--- config.mk ---
export PLATFORM = sky130hd
export DESIGN_NAME = mcg_transmitter
export DESIGN_NICKNAME = d
export VERILOG_FILES = /design/src/design/mcg_pkg.sv /design/src/design/mcg_transmitter.sv
export SDC_FILE = /design/constraint.sdc
export NUM_CORES = 1
export LEC_CHECK = 0
export BUFFER_PORTS_ARGS = -buffer_cell sky130_fd_sc_hd__clkbuf_2
export CAP_MARGIN = 20
export CORE_ASPECT_RATIO = 0.75
export CORE_MARGIN = 10
export CORE_UTILIZATION = 30
export DETAILED_ROUTE_END_ITERATION = 6
export HOLD_SLACK_MARGIN = 0.12
export PLACE_DENSITY_LB_ADDON = 0.15
export SLEW_MARGIN = 20
export SYNTH_ARGS = -nofsm -noshare
export SYNTH_HDL_FRONTEND = slang
export SYNTH_SLANG_ARGS = --single-unit
--- constraint.sdc ---
create_clock -name clk -period 4.6 [get_ports clk]
set_input_delay 0.46 -clock clk [delete_from_list [all_inputs] [get_ports clk]]
set_output_delay 0.46 -clock clk [all_outputs]
set_load 0.05 [all_outputs]
--- src/design/mcg_pkg.sv ---
// mcg_pkg: constants, register map and types of the coded serial transmitter
// ****************************************************************************
// ****************************************************************************
package mcg_pkg;
	// ************************************************************************
	// register map (byte addresses)
	// ************************************************************************
	localparam logic [15:0] MCG_ADDR_CTL0   = 16'hff48;
	localparam logic [15:0] MCG_ADDR_CTL1   = 16'hff49;
	localparam logic [15:0] MCG_ADDR_RATE   = 16'hff4e;
	localparam logic [15:0] MCG_ADDR_TXBUF  = 16'hff4a;
	localparam logic [15:0] MCG_ADDR_BITCNT = 16'hff4b;
	localparam logic [15:0] MCG_ADDR_STATE  = 16'hff4c;

	// ************************************************************************
	// reset values and fields
	// ************************************************************************
	localparam logic [7:0] MCG_RST_CTL0   = 8'h00;
	localparam logic [7:0] MCG_RST_CTL1   = 8'h00;
	localparam logic [4:0] MCG_RST_RATE   = 5'h1f;
	localparam logic [7:0] MCG_RST_TXBUF  = 8'h00;
	localparam logic [2:0] MCG_RST_BITCNT = 3'h7;
	localparam logic [7:0] MCG_RST_STATE  = 8'h00;
	localparam int MCG_CTL0_PWR   = 7;
	localparam int MCG_CTL0_MODE  = 4;
	localparam int MCG_CTL0_MSB   = 3;
	localparam int MCG_CTL0_INV   = 2;
	localparam int MCG_CTL0_ENA   = 0;
	localparam int MCG_ST_BUSY    = 0;
	localparam int MCG_ST_PEND    = 1;
	localparam logic [4:0] MCG_DIV_MIN  = 5'h04;
	localparam logic [4:0] MCG_DIV_ONE  = 5'h01;
	localparam logic [7:0] MCG_PRE_ONE  = 8'h01;
	localparam logic [2:0] MCG_CKS_MAX  = 3'h7;
	localparam logic [2:0] MCG_BIT_ONE  = 3'h1;
	localparam logic [2:0] MCG_BIT_LAST = 3'h7;

	// ************************************************************************
	// types
	// ************************************************************************
	typedef enum logic {MCG_MODE_MANCH, MCG_MODE_SEQ} mcg_mode_t;

	typedef struct packed {
		logic [7:0] data;
		logic [2:0] lastBit;
	} mcg_word_t;

	typedef struct packed {
		logic        wrEn;
		logic        rdEn;
		logic [15:0] addr;
		logic [7:0]  wrData;
	} mcg_bus_t;
endpackage

--- src/design/mcg_transmitter.sv ---
// mcg_transmitter: coded serial transmitter with registers and two-entry buffer
`timescale 1ns/1ps
`default_nettype none
module mcg_transmitter
(
	// clock and reset
	input  wire logic            clk,
	input  wire logic            srst,
	// register access
	input  wire mcg_pkg::mcg_bus_t bus,
	output var  logic [7:0]      rdData,
	// serial line
	output var  logic            codedSerialOut
);
	import mcg_pkg::*;

	// ************************************************************************
	// registers
	// ************************************************************************
	logic [7:0] mainControlReg_q;
	logic [2:0] baseClockSel_q;
	logic [4:0] rateDividerSel_q;
	logic [7:0] txDataBuffer_q;
	logic [2:0] txBitCountReg_q;
	logic       unitPowerOn;
	logic       enabled;
	logic       busy_q;
	logic [7:0] unitStateReg;

	assign unitPowerOn = mainControlReg_q[MCG_CTL0_PWR];
	assign enabled     = unitPowerOn & mainControlReg_q[MCG_CTL0_ENA];

	always_ff @(posedge clk)
	begin
		if (srst)
		begin
			mainControlReg_q <= MCG_RST_CTL0;
			baseClockSel_q   <= MCG_RST_CTL1[2:0];
			rateDividerSel_q <= MCG_RST_RATE;
			txDataBuffer_q   <= MCG_RST_TXBUF;
			txBitCountReg_q  <= MCG_RST_BITCNT;
		end
		else if (bus.wrEn)
		begin
			case (bus.addr)
				MCG_ADDR_CTL0:   mainControlReg_q <= bus.wrData;
				MCG_ADDR_CTL1:   baseClockSel_q   <= bus.wrData[2:0];
				MCG_ADDR_RATE:   rateDividerSel_q <= bus.wrData[4:0];
				MCG_ADDR_TXBUF:  txDataBuffer_q   <= bus.wrData;
				MCG_ADDR_BITCNT: txBitCountReg_q  <= bus.wrData[2:0];
				default:         ;
			endcase
		end
	end

	// ************************************************************************
	// two-entry buffer between register writes and shifter
	// ************************************************************************
	mcg_word_t bufMem_q [2];
	logic      wrPtr_q;
	logic      rdPtr_q;
	logic [1:0] count_q;
	logic      inValid;
	logic      inReady;
	logic      outValid;
	logic      outReady;

	assign inValid  = bus.wrEn && bus.addr == MCG_ADDR_TXBUF && enabled;
	assign inReady  = count_q != 2'h2;
	assign outValid = count_q != 2'h0;

	always_ff @(posedge clk)
	begin
		if (srst || !enabled)
		begin
			wrPtr_q <= 1'b0;
			rdPtr_q <= 1'b0;
			count_q <= 2'h0;
		end
		else
		begin
			if (inValid && inReady)
			begin
				bufMem_q[wrPtr_q] <= '{data: bus.wrData, lastBit: txBitCountReg_q};
				wrPtr_q <= ~wrPtr_q;
			end
			if (outValid && outReady)
				rdPtr_q <= ~rdPtr_q;
			count_q <= count_q + 2'((inValid && inReady) ? 1 : 0)
				- 2'((outValid && outReady) ? 1 : 0);
		end
	end

	// ************************************************************************
	// base clock prescaler and 5-bit counter
	// ************************************************************************
	logic [9:0] preCnt_q;
	logic       baseTick;
	logic [4:0] divK;
	logic [4:0] divCnt_q;
	logic       divTick;
	logic       halfTick;
	logic       phase_q;

	// base clock select picks clk / 2^sel
	assign baseTick = (preCnt_q & ((10'h1 << baseClockSel_q) - 10'h1)) == 10'h0;
	assign divK = (rateDividerSel_q < MCG_DIV_MIN) ? MCG_DIV_MIN : rateDividerSel_q;
	assign divTick = baseTick && divCnt_q == divK - MCG_DIV_ONE;

	always_ff @(posedge clk)
	begin
		if (srst || !busy_q)
		begin
			preCnt_q <= 10'h0;
			divCnt_q <= 5'h0;
			phase_q  <= 1'b0;
		end
		else
		begin
			preCnt_q <= preCnt_q + 10'h1;
			if (baseTick)
				divCnt_q <= divTick ? 5'h0 : divCnt_q + MCG_DIV_ONE;
			if (divTick)
				phase_q <= ~phase_q;
		end
	end

	// in both modes each counter tick is a half bit, so a full bit takes two
	assign halfTick = divTick;

	// ************************************************************************
	// shifter
	// ************************************************************************
	mcg_word_t cur_q;
	logic [2:0] bitIdx_q;
	logic       curBit;
	logic       lineLevel;
	logic       bitDone;
	logic       mode;
	logic       inv;

	assign mode     = mainControlReg_q[MCG_CTL0_MODE];
	assign inv      = mainControlReg_q[MCG_CTL0_INV];
	assign curBit   = mainControlReg_q[MCG_CTL0_MSB]
		? cur_q.data[3'(MCG_BIT_LAST - bitIdx_q)] : cur_q.data[bitIdx_q];
	assign bitDone  = halfTick && phase_q;
	assign outReady = !busy_q;

	always_ff @(posedge clk)
	begin
		if (srst || !enabled)
		begin
			busy_q   <= 1'b0;
			bitIdx_q <= 3'h0;
			cur_q    <= '0;
		end
		else if (!busy_q && outValid)
		begin
			cur_q    <= bufMem_q[rdPtr_q];
			bitIdx_q <= 3'h0;
			busy_q   <= 1'b1;
		end
		else if (busy_q && bitDone)
		begin
			if (bitIdx_q == cur_q.lastBit)
				busy_q <= 1'b0;
			else
				bitIdx_q <= bitIdx_q + MCG_BIT_ONE;
		end
	end

	always_comb
	begin
		if (mcg_mode_t'(mode) == MCG_MODE_MANCH)
			lineLevel = (curBit ^ phase_q) ^ inv;
		else
			lineLevel = curBit ^ inv;
	end

	always_ff @(posedge clk)
	begin
		if (srst)
			codedSerialOut <= 1'b0;
		else if (!busy_q)
			codedSerialOut <= inv;
		else
			codedSerialOut <= lineLevel;
	end

	// ************************************************************************
	// status and read path
	// ************************************************************************
	assign unitStateReg = unitPowerOn
		? {6'h0, outValid, busy_q} : MCG_RST_STATE;

	always_ff @(posedge clk)
	begin
		if (srst)
			rdData <= 8'h00;
		else if (bus.rdEn)
		begin
			case (bus.addr)
				MCG_ADDR_CTL0:   rdData <= mainControlReg_q;
				MCG_ADDR_CTL1:   rdData <= {5'h0, baseClockSel_q};
				MCG_ADDR_RATE:   rdData <= {3'h0, rateDividerSel_q};
				MCG_ADDR_TXBUF:  rdData <= txDataBuffer_q;
				MCG_ADDR_BITCNT: rdData <= {5'h0, txBitCountReg_q};
				MCG_ADDR_STATE:  rdData <= unitStateReg;
				default:         rdData <= 8'h00;
			endcase
		end
	end
endmodule
`default_nettype wire

==> Word level (Yosys, flattened, before mapping) <==
Memories as Yosys holds them, arrays and structs flattened. A register that Yosys moved wholly into a read port is not among the register bits.
Cells that the tools add are included.
{ "totals": {"register_bits": 60, "ramBits": 22, "in_bits": 28, "memories": 1} }
{ "mem_list": {"columns": ["name", "words", "width", "read_ports", "rd_clocked_by_memory_dff", "write_ports", "line", "rtl"], "rows": [
  ["bufMem_q", 2, 11, 1, 1, 1, "mcg_transmitter.sv:59", "mcg_word_t bufMem_q [2];"]
]} }
{ "op_classes": {"addsub": 8, "order_cmp": 3, "n_eq_ne": 9, "n_shift": 1, "muxes": 19, "bitwise_logic": 9, "n_reduce_logical": 23} }
{ "ops": {"columns": ["cell", "n"], "rows": [
  ["$eq 16x16->1 const B", 6],
  ["$pmux 8 s6", 1],
  ["$reduce_and 2->1", 7],
  ["$mux 1", 13],
  ["$add 10x1->10 const B", 1],
  ["$and 10x10->10", 1],
  ["$logic_not 10->1", 1],
  ["$mux 5", 2],
  ["$shl 1x3->10 const A", 1],
  ["$sub 10x1->10 const B", 1],
  ["$lt 3x4->1 const B", 2],
  ["$logic_and 1x1->1", 7],
  ["$bmux 1 s3", 2],
  ["$reduce_bool 2->1", 3],
  ["$add 5x1->5 const B", 1],
  ["$eq 5x5->1", 1],
  ["$lt 5x3->1 const B", 1],
  ["$sub 5x1->5 const B", 1],
  ["$not 1->1", 4],
  ["$add 3x1->3 const B", 1],
  ["$eq 3x3->1", 1],
  ["$sub 3x3->3 const A", 1],
  ["$xor 1x1->1", 3],
  ["$add 2x1->2", 1],
  ["7 further kinds", 9]
]} }

==> Depth between registers and ports, before layout <==
{ "depth": {"word_depth": 9, "depth_mapped": 11, "depth_no_buf": 10} }

==> Least setup slack after synthesis <==
OpenSTA, ideal clock, no wires.
{ "synth_timing": {"path_kind": "input to register", "startpoint": "input port bus[13] in the netlist's numbering", "endpoint": "memory bufMem_q[0][0] in the netlist's numbering, enable pin", "arrival_time_ns": 2.927, "required_ns": 4.207, "slack_ns": 1.280, "stages": 6, "n_path_buf": 1, "cell_sequence": "or4b_1 > or4_4 > buf_6 > nor4_1 > nand2_1 > nor3_1"} }
{ "synth_via": {"elab_chain_len": 7} }
{ "synth_rtl": {"columns": ["item", "line", "rtl"], "rows": [
  ["start, declared", "mcg_transmitter.sv:10", "input wire mcg_pkg::mcg_bus_t bus,"],
  ["$eq 16x16->1", "mcg_transmitter.sv:68", "assign inValid = bus.wrEn && bus.addr == MCG_ADDR_TXBUF && enabled;"],
  ["$logic_and 1x1->1 (2 in series)", "mcg_transmitter.sv:68", null],
  ["$logic_and 1x1->1", "mcg_transmitter.sv:82", "if (inValid && inReady)"],
  ["$mux 1", "mcg_transmitter.sv:82", null],
  ["$mux 1", "mcg_transmitter.sv:74", "if (srst || !enabled)"],
  ["$mux 1 (implied by the code)", "mcg_transmitter.sv:84", "bufMem_q[wrPtr_q] <= '{data: bus.wrData, lastBit: txBitCountReg_q};"],
  ["end, declared", "mcg_transmitter.sv:59", null]
]} }
No other way between the ends.

==> Worst setup path in the final report <==
{ "layout_timing": {"startpoint": "register rateDividerSel_q[4]", "endpoint": "register bitIdx_q[1]"} }
{ "layout_via": {"elab_chain_len": 8} }
{ "layout_rtl": {"columns": ["item", "line", "rtl"], "rows": [
  ["start, declared", "mcg_transmitter.sv:22", "logic [4:0] rateDividerSel_q;"],
  ["start signal, assigned", "mcg_transmitter.sv:48", "MCG_ADDR_RATE: rateDividerSel_q <= bus.wrData[4:0];"],
  ["$lt 5x3->1", "mcg_transmitter.sv:107", "assign divK = (rateDividerSel_q < MCG_DIV_MIN) ? MCG_DIV_MIN : rateDividerSel_q;"],
  ["$mux 5 (*)", "mcg_transmitter.sv:107", null],
  ["$sub 5x1->5 (*)", "mcg_transmitter.sv:108", "assign divTick = baseTick && divCnt_q == divK - MCG_DIV_ONE;"],
  ["$eq 5x5->1 (*)", "mcg_transmitter.sv:108", null],
  ["$logic_and 1x1->1 (*)", "mcg_transmitter.sv:108", null],
  ["$logic_and 1x1->1 (*)", "mcg_transmitter.sv:146", "assign bitDone = halfTick && phase_q;"],
  ["$logic_and 1x1->1 (*)", "mcg_transmitter.sv:163", "else if (busy_q && bitDone)"],
  ["$reduce_and 2->1 (no source line) (*)", null, null],
  ["end signal, assigned", "mcg_transmitter.sv:168", "bitIdx_q <= bitIdx_q + MCG_BIT_ONE;"],
  ["end, declared", "mcg_transmitter.sv:135", "logic [2:0] bitIdx_q;"]
]} }
Mark *: on every way between the ends. The rest lies on a longest branch, timed or not.
A chain may end at the register's enable or synchronous reset.

==> impl_metrics.json <==
{
  "clock_path_buffers": 2,
  "synthTopCellsByCount": "dfxtp_1, nand2_1, nor2_1",
  "maxCapViolations": 0,
  "drive_gt1_share_pct": 14.9,
  "die_w_um": 159,
  "max_freq_ghz": 0.320,
  "synthesis.nets": 485,
  "ff2ff_setup_slack_ns": 1.48,
  "post_cts_buffers": 0,
  "fp.dieH_um": 124,
  "critPathKind": "flip-flop to flip-flop",
  "final-hold-violation-count": 0,
  "p_leak_nw": 1.67,
  "fin_util_pct": 35.3,
  "drc": 0,
  "syn_to_final_growth_pct": 13.5,
  "avgRoutedWirePerCell_um": 15.2,
  "layout_worst_path_cycle_share_pct": 67.9,
  "htree_levels": 3,
  "grt-ovfl-total": 0,
  "yosys_warnings": 0,
  "r2r_end": "bitIdx_q[1]",
  "core_area_um2": 13900,
  "antenna_found_initial": 0,
  "postRouteAntennaNets": 0,
  "ys_types": 51,
  "ys_seq_area_share_pct": 47.6,
  "insertion_delay_ns": 0.35,
  "crit_fanout": 16,
  "synth_top_area_cell": "dfxtp_1",
  "grt_usage_pct": 10.7,
  "synth_cells": 450,
  "firstDrtPassIters": 4,
  "post-synth-top-area-fraction_pct": 32.4,
  "grt_pass1_vias": 3120,
  "grt_setup_unrepaired": "no",
  "slew_violations": 0,
  "yosysMostFrequentCell": "dfxtp_1",
  "gp_congestion": 0.752,
  "nNetsFinal": 505,
  "tightest_slew_ns": 1.06,
  "grt_max_degree": 32,
  "end_kind": "flip-flop",
  "path_clk_slew_ns": 0.06,
  "powerDensity_nw_per_um2": 316,
  "drt-vias-per-instance": 4.80,
  "crit_end": "bitIdx_q[1]",
  "synthFlopType": "dfxtp_1",
  "drt-total-wl_mm": 10.2,
  "portBuffers": 36,
  "hold_path.class": "input port to flip-flop",
  "synth_seq_cells": 92,
  "initial_core_util_pct": 31.1,
  "syn_area_um2": 4330,
  "synth_edf_count": 22,
  "async_flop_share_pct": 0,
  "clock_sinks": 92,
  "dp_hpwl_mm": 7.42,
  "slew_headroom_pct": 29.3,
  "synth.avg_cell_area_um2": 9.62,
  "finClkSkew_ns": 0.00733,
  "min_path_cells": 1,
  "ios": 37,
  "clockRootBuffer": "clkbuf_16",
  "rr_worst_depth": 8,
  "worstPathRequired_ns": 4.83,
  "crit_arrival_ns": 3.36,
  "synth_area_leaders": "dfxtp_1, edfxtp_1, mux2i_1",
  "rows": 37,
  "grt_pass1_wl_mm": 16.9,
  "dieArea_um2": 19700,
  "numPlacedInstances": 654,
  "final_cells": 670,
  "diodes": 0,
  "vias": 3216,
  "r2r_start": "rateDividerSel_q[4]",
  "cts_hold_buf": 0,
  "cp-startpoint": "rateDividerSel_q[4]",
  "placed_area_um2": 4650,
  "peakVddDrop_uv": 171,
  "cts_tree": "done",
  "setup_viol": 0,
  "period_minus_slack_ns": 3.12,
  "outcome": "completed",
  "final_area_um2": 4910,
  "crit_path_start_kind": "flip-flop",
  "cts_buffers": 9,
  "fin_tns_setup_ns": 0,
  "cts-resized-gates": 0,
  "drtIter0Drc": 266
}
critical path, stage by stage (launching register included):
cell and delay, ns:
dfxtp_1 0.42, o31ai_1 0.40, ha_1 0.33, nand2b_1 0.14, a311oi_1 0.09, a311o_1 0.34
o211ai_1 0.83, nor3_1 0.14, mux2_2 0.31
cell usage in the layout (no fill, tap or decap), drive strengths merged, types with 3 or more instances in the layout:
master	instances
nor4	4
nor3	9
or4	3
nor3b	3
clkbuf	47
mux4	8
nor2	45
xnor2	10
edfxtp	22
a21oi	29
inv	11
nand2b	5
mux2i	24
nand4	4
a31oi	4
nand3	24
dfxtp	70
buf	3
xor2	10
nand3b	4
a211oi	13
nor2b	3
o211ai	3
mux2	5
clkinvlp	4
nand2	60
a22oi	3
ha	7
and3	5
o21ai	10
o31ai	4
stage by stage:
stage	hold slack (ns)	setup WS (ns)	total power [mW]
detailed placement	0.446	1.29	0.892
finish	0.365	1.48	1.55
floorplan	0.428	1.28	0.866
CTS	0.348	1.49	1.58
global placement	0.438	1.35	0.891
global route	0.353	1.20	1.61
flip-flops by register name (all words and copies together), names as in the netlist, 2 cells and up:
signal,cells
bufMem_q,22
cur_q,11
preCnt_q,9
mainControlReg_q,8
rdData,8
txDataBuffer_q,8
divCnt_q,5
rateDividerSel_q,5
baseClockSel_q,3
bitIdx_q,3
txBitCountReg_q,3
count_q,2
power by group:
group,internal [mW],switching (mW)
Clock,0.367,0.312
Sequential,0.826,0.000185
Combinational,0.0162,0.0313
metal layers:
layer  GRT usage, %  part of all wire, %
met1           15.0                   55
met2           15.2                   40
met3           3.89                  4.9
met4           2.80                 0.90
met5              0                    0
cell type report:
cell class | count | area (um^2)
fillers | 1438 | 9020
multi-input cells | 317 | 2100
flip-flops and latches | 92 | 2060
well taps | 195 | 244
clock buffers | 11 | 233
repair buffers | 39 | 203
inverters | 11 | 41.3
clock inverters | 5 | 36.3
kinds of logic after synthesis:
kind of cell | share of synthesized area [%]
simple gates | 20.6
compound gates | 10.7
xor+xnor | 4.05
fa+ha+maj | 2.02
buf+inv | 3.96
mux | 11.0
flops | 47.6
worst min-delay path by stage:
stage / start / end / slack, ns
2_1_floorplan: txDataBuffer_q[5] / txDataBuffer_q[5] / 0.43
3_3_place_gp: txDataBuffer_q[4] / txDataBuffer_q[4] / 0.44
3_5_place_dp: mainControlReg_q[6] / mainControlReg_q[6] / 0.45
4_1_cts: bus[7] / bufMem_q[1][10] / 0.35
5_1_grt: bus[7] / bufMem_q[1][10] / 0.35
6_report: bus[7] / bufMem_q[1][10] / 0.36
Note: power is estimated with default switching activity, not from simulation.
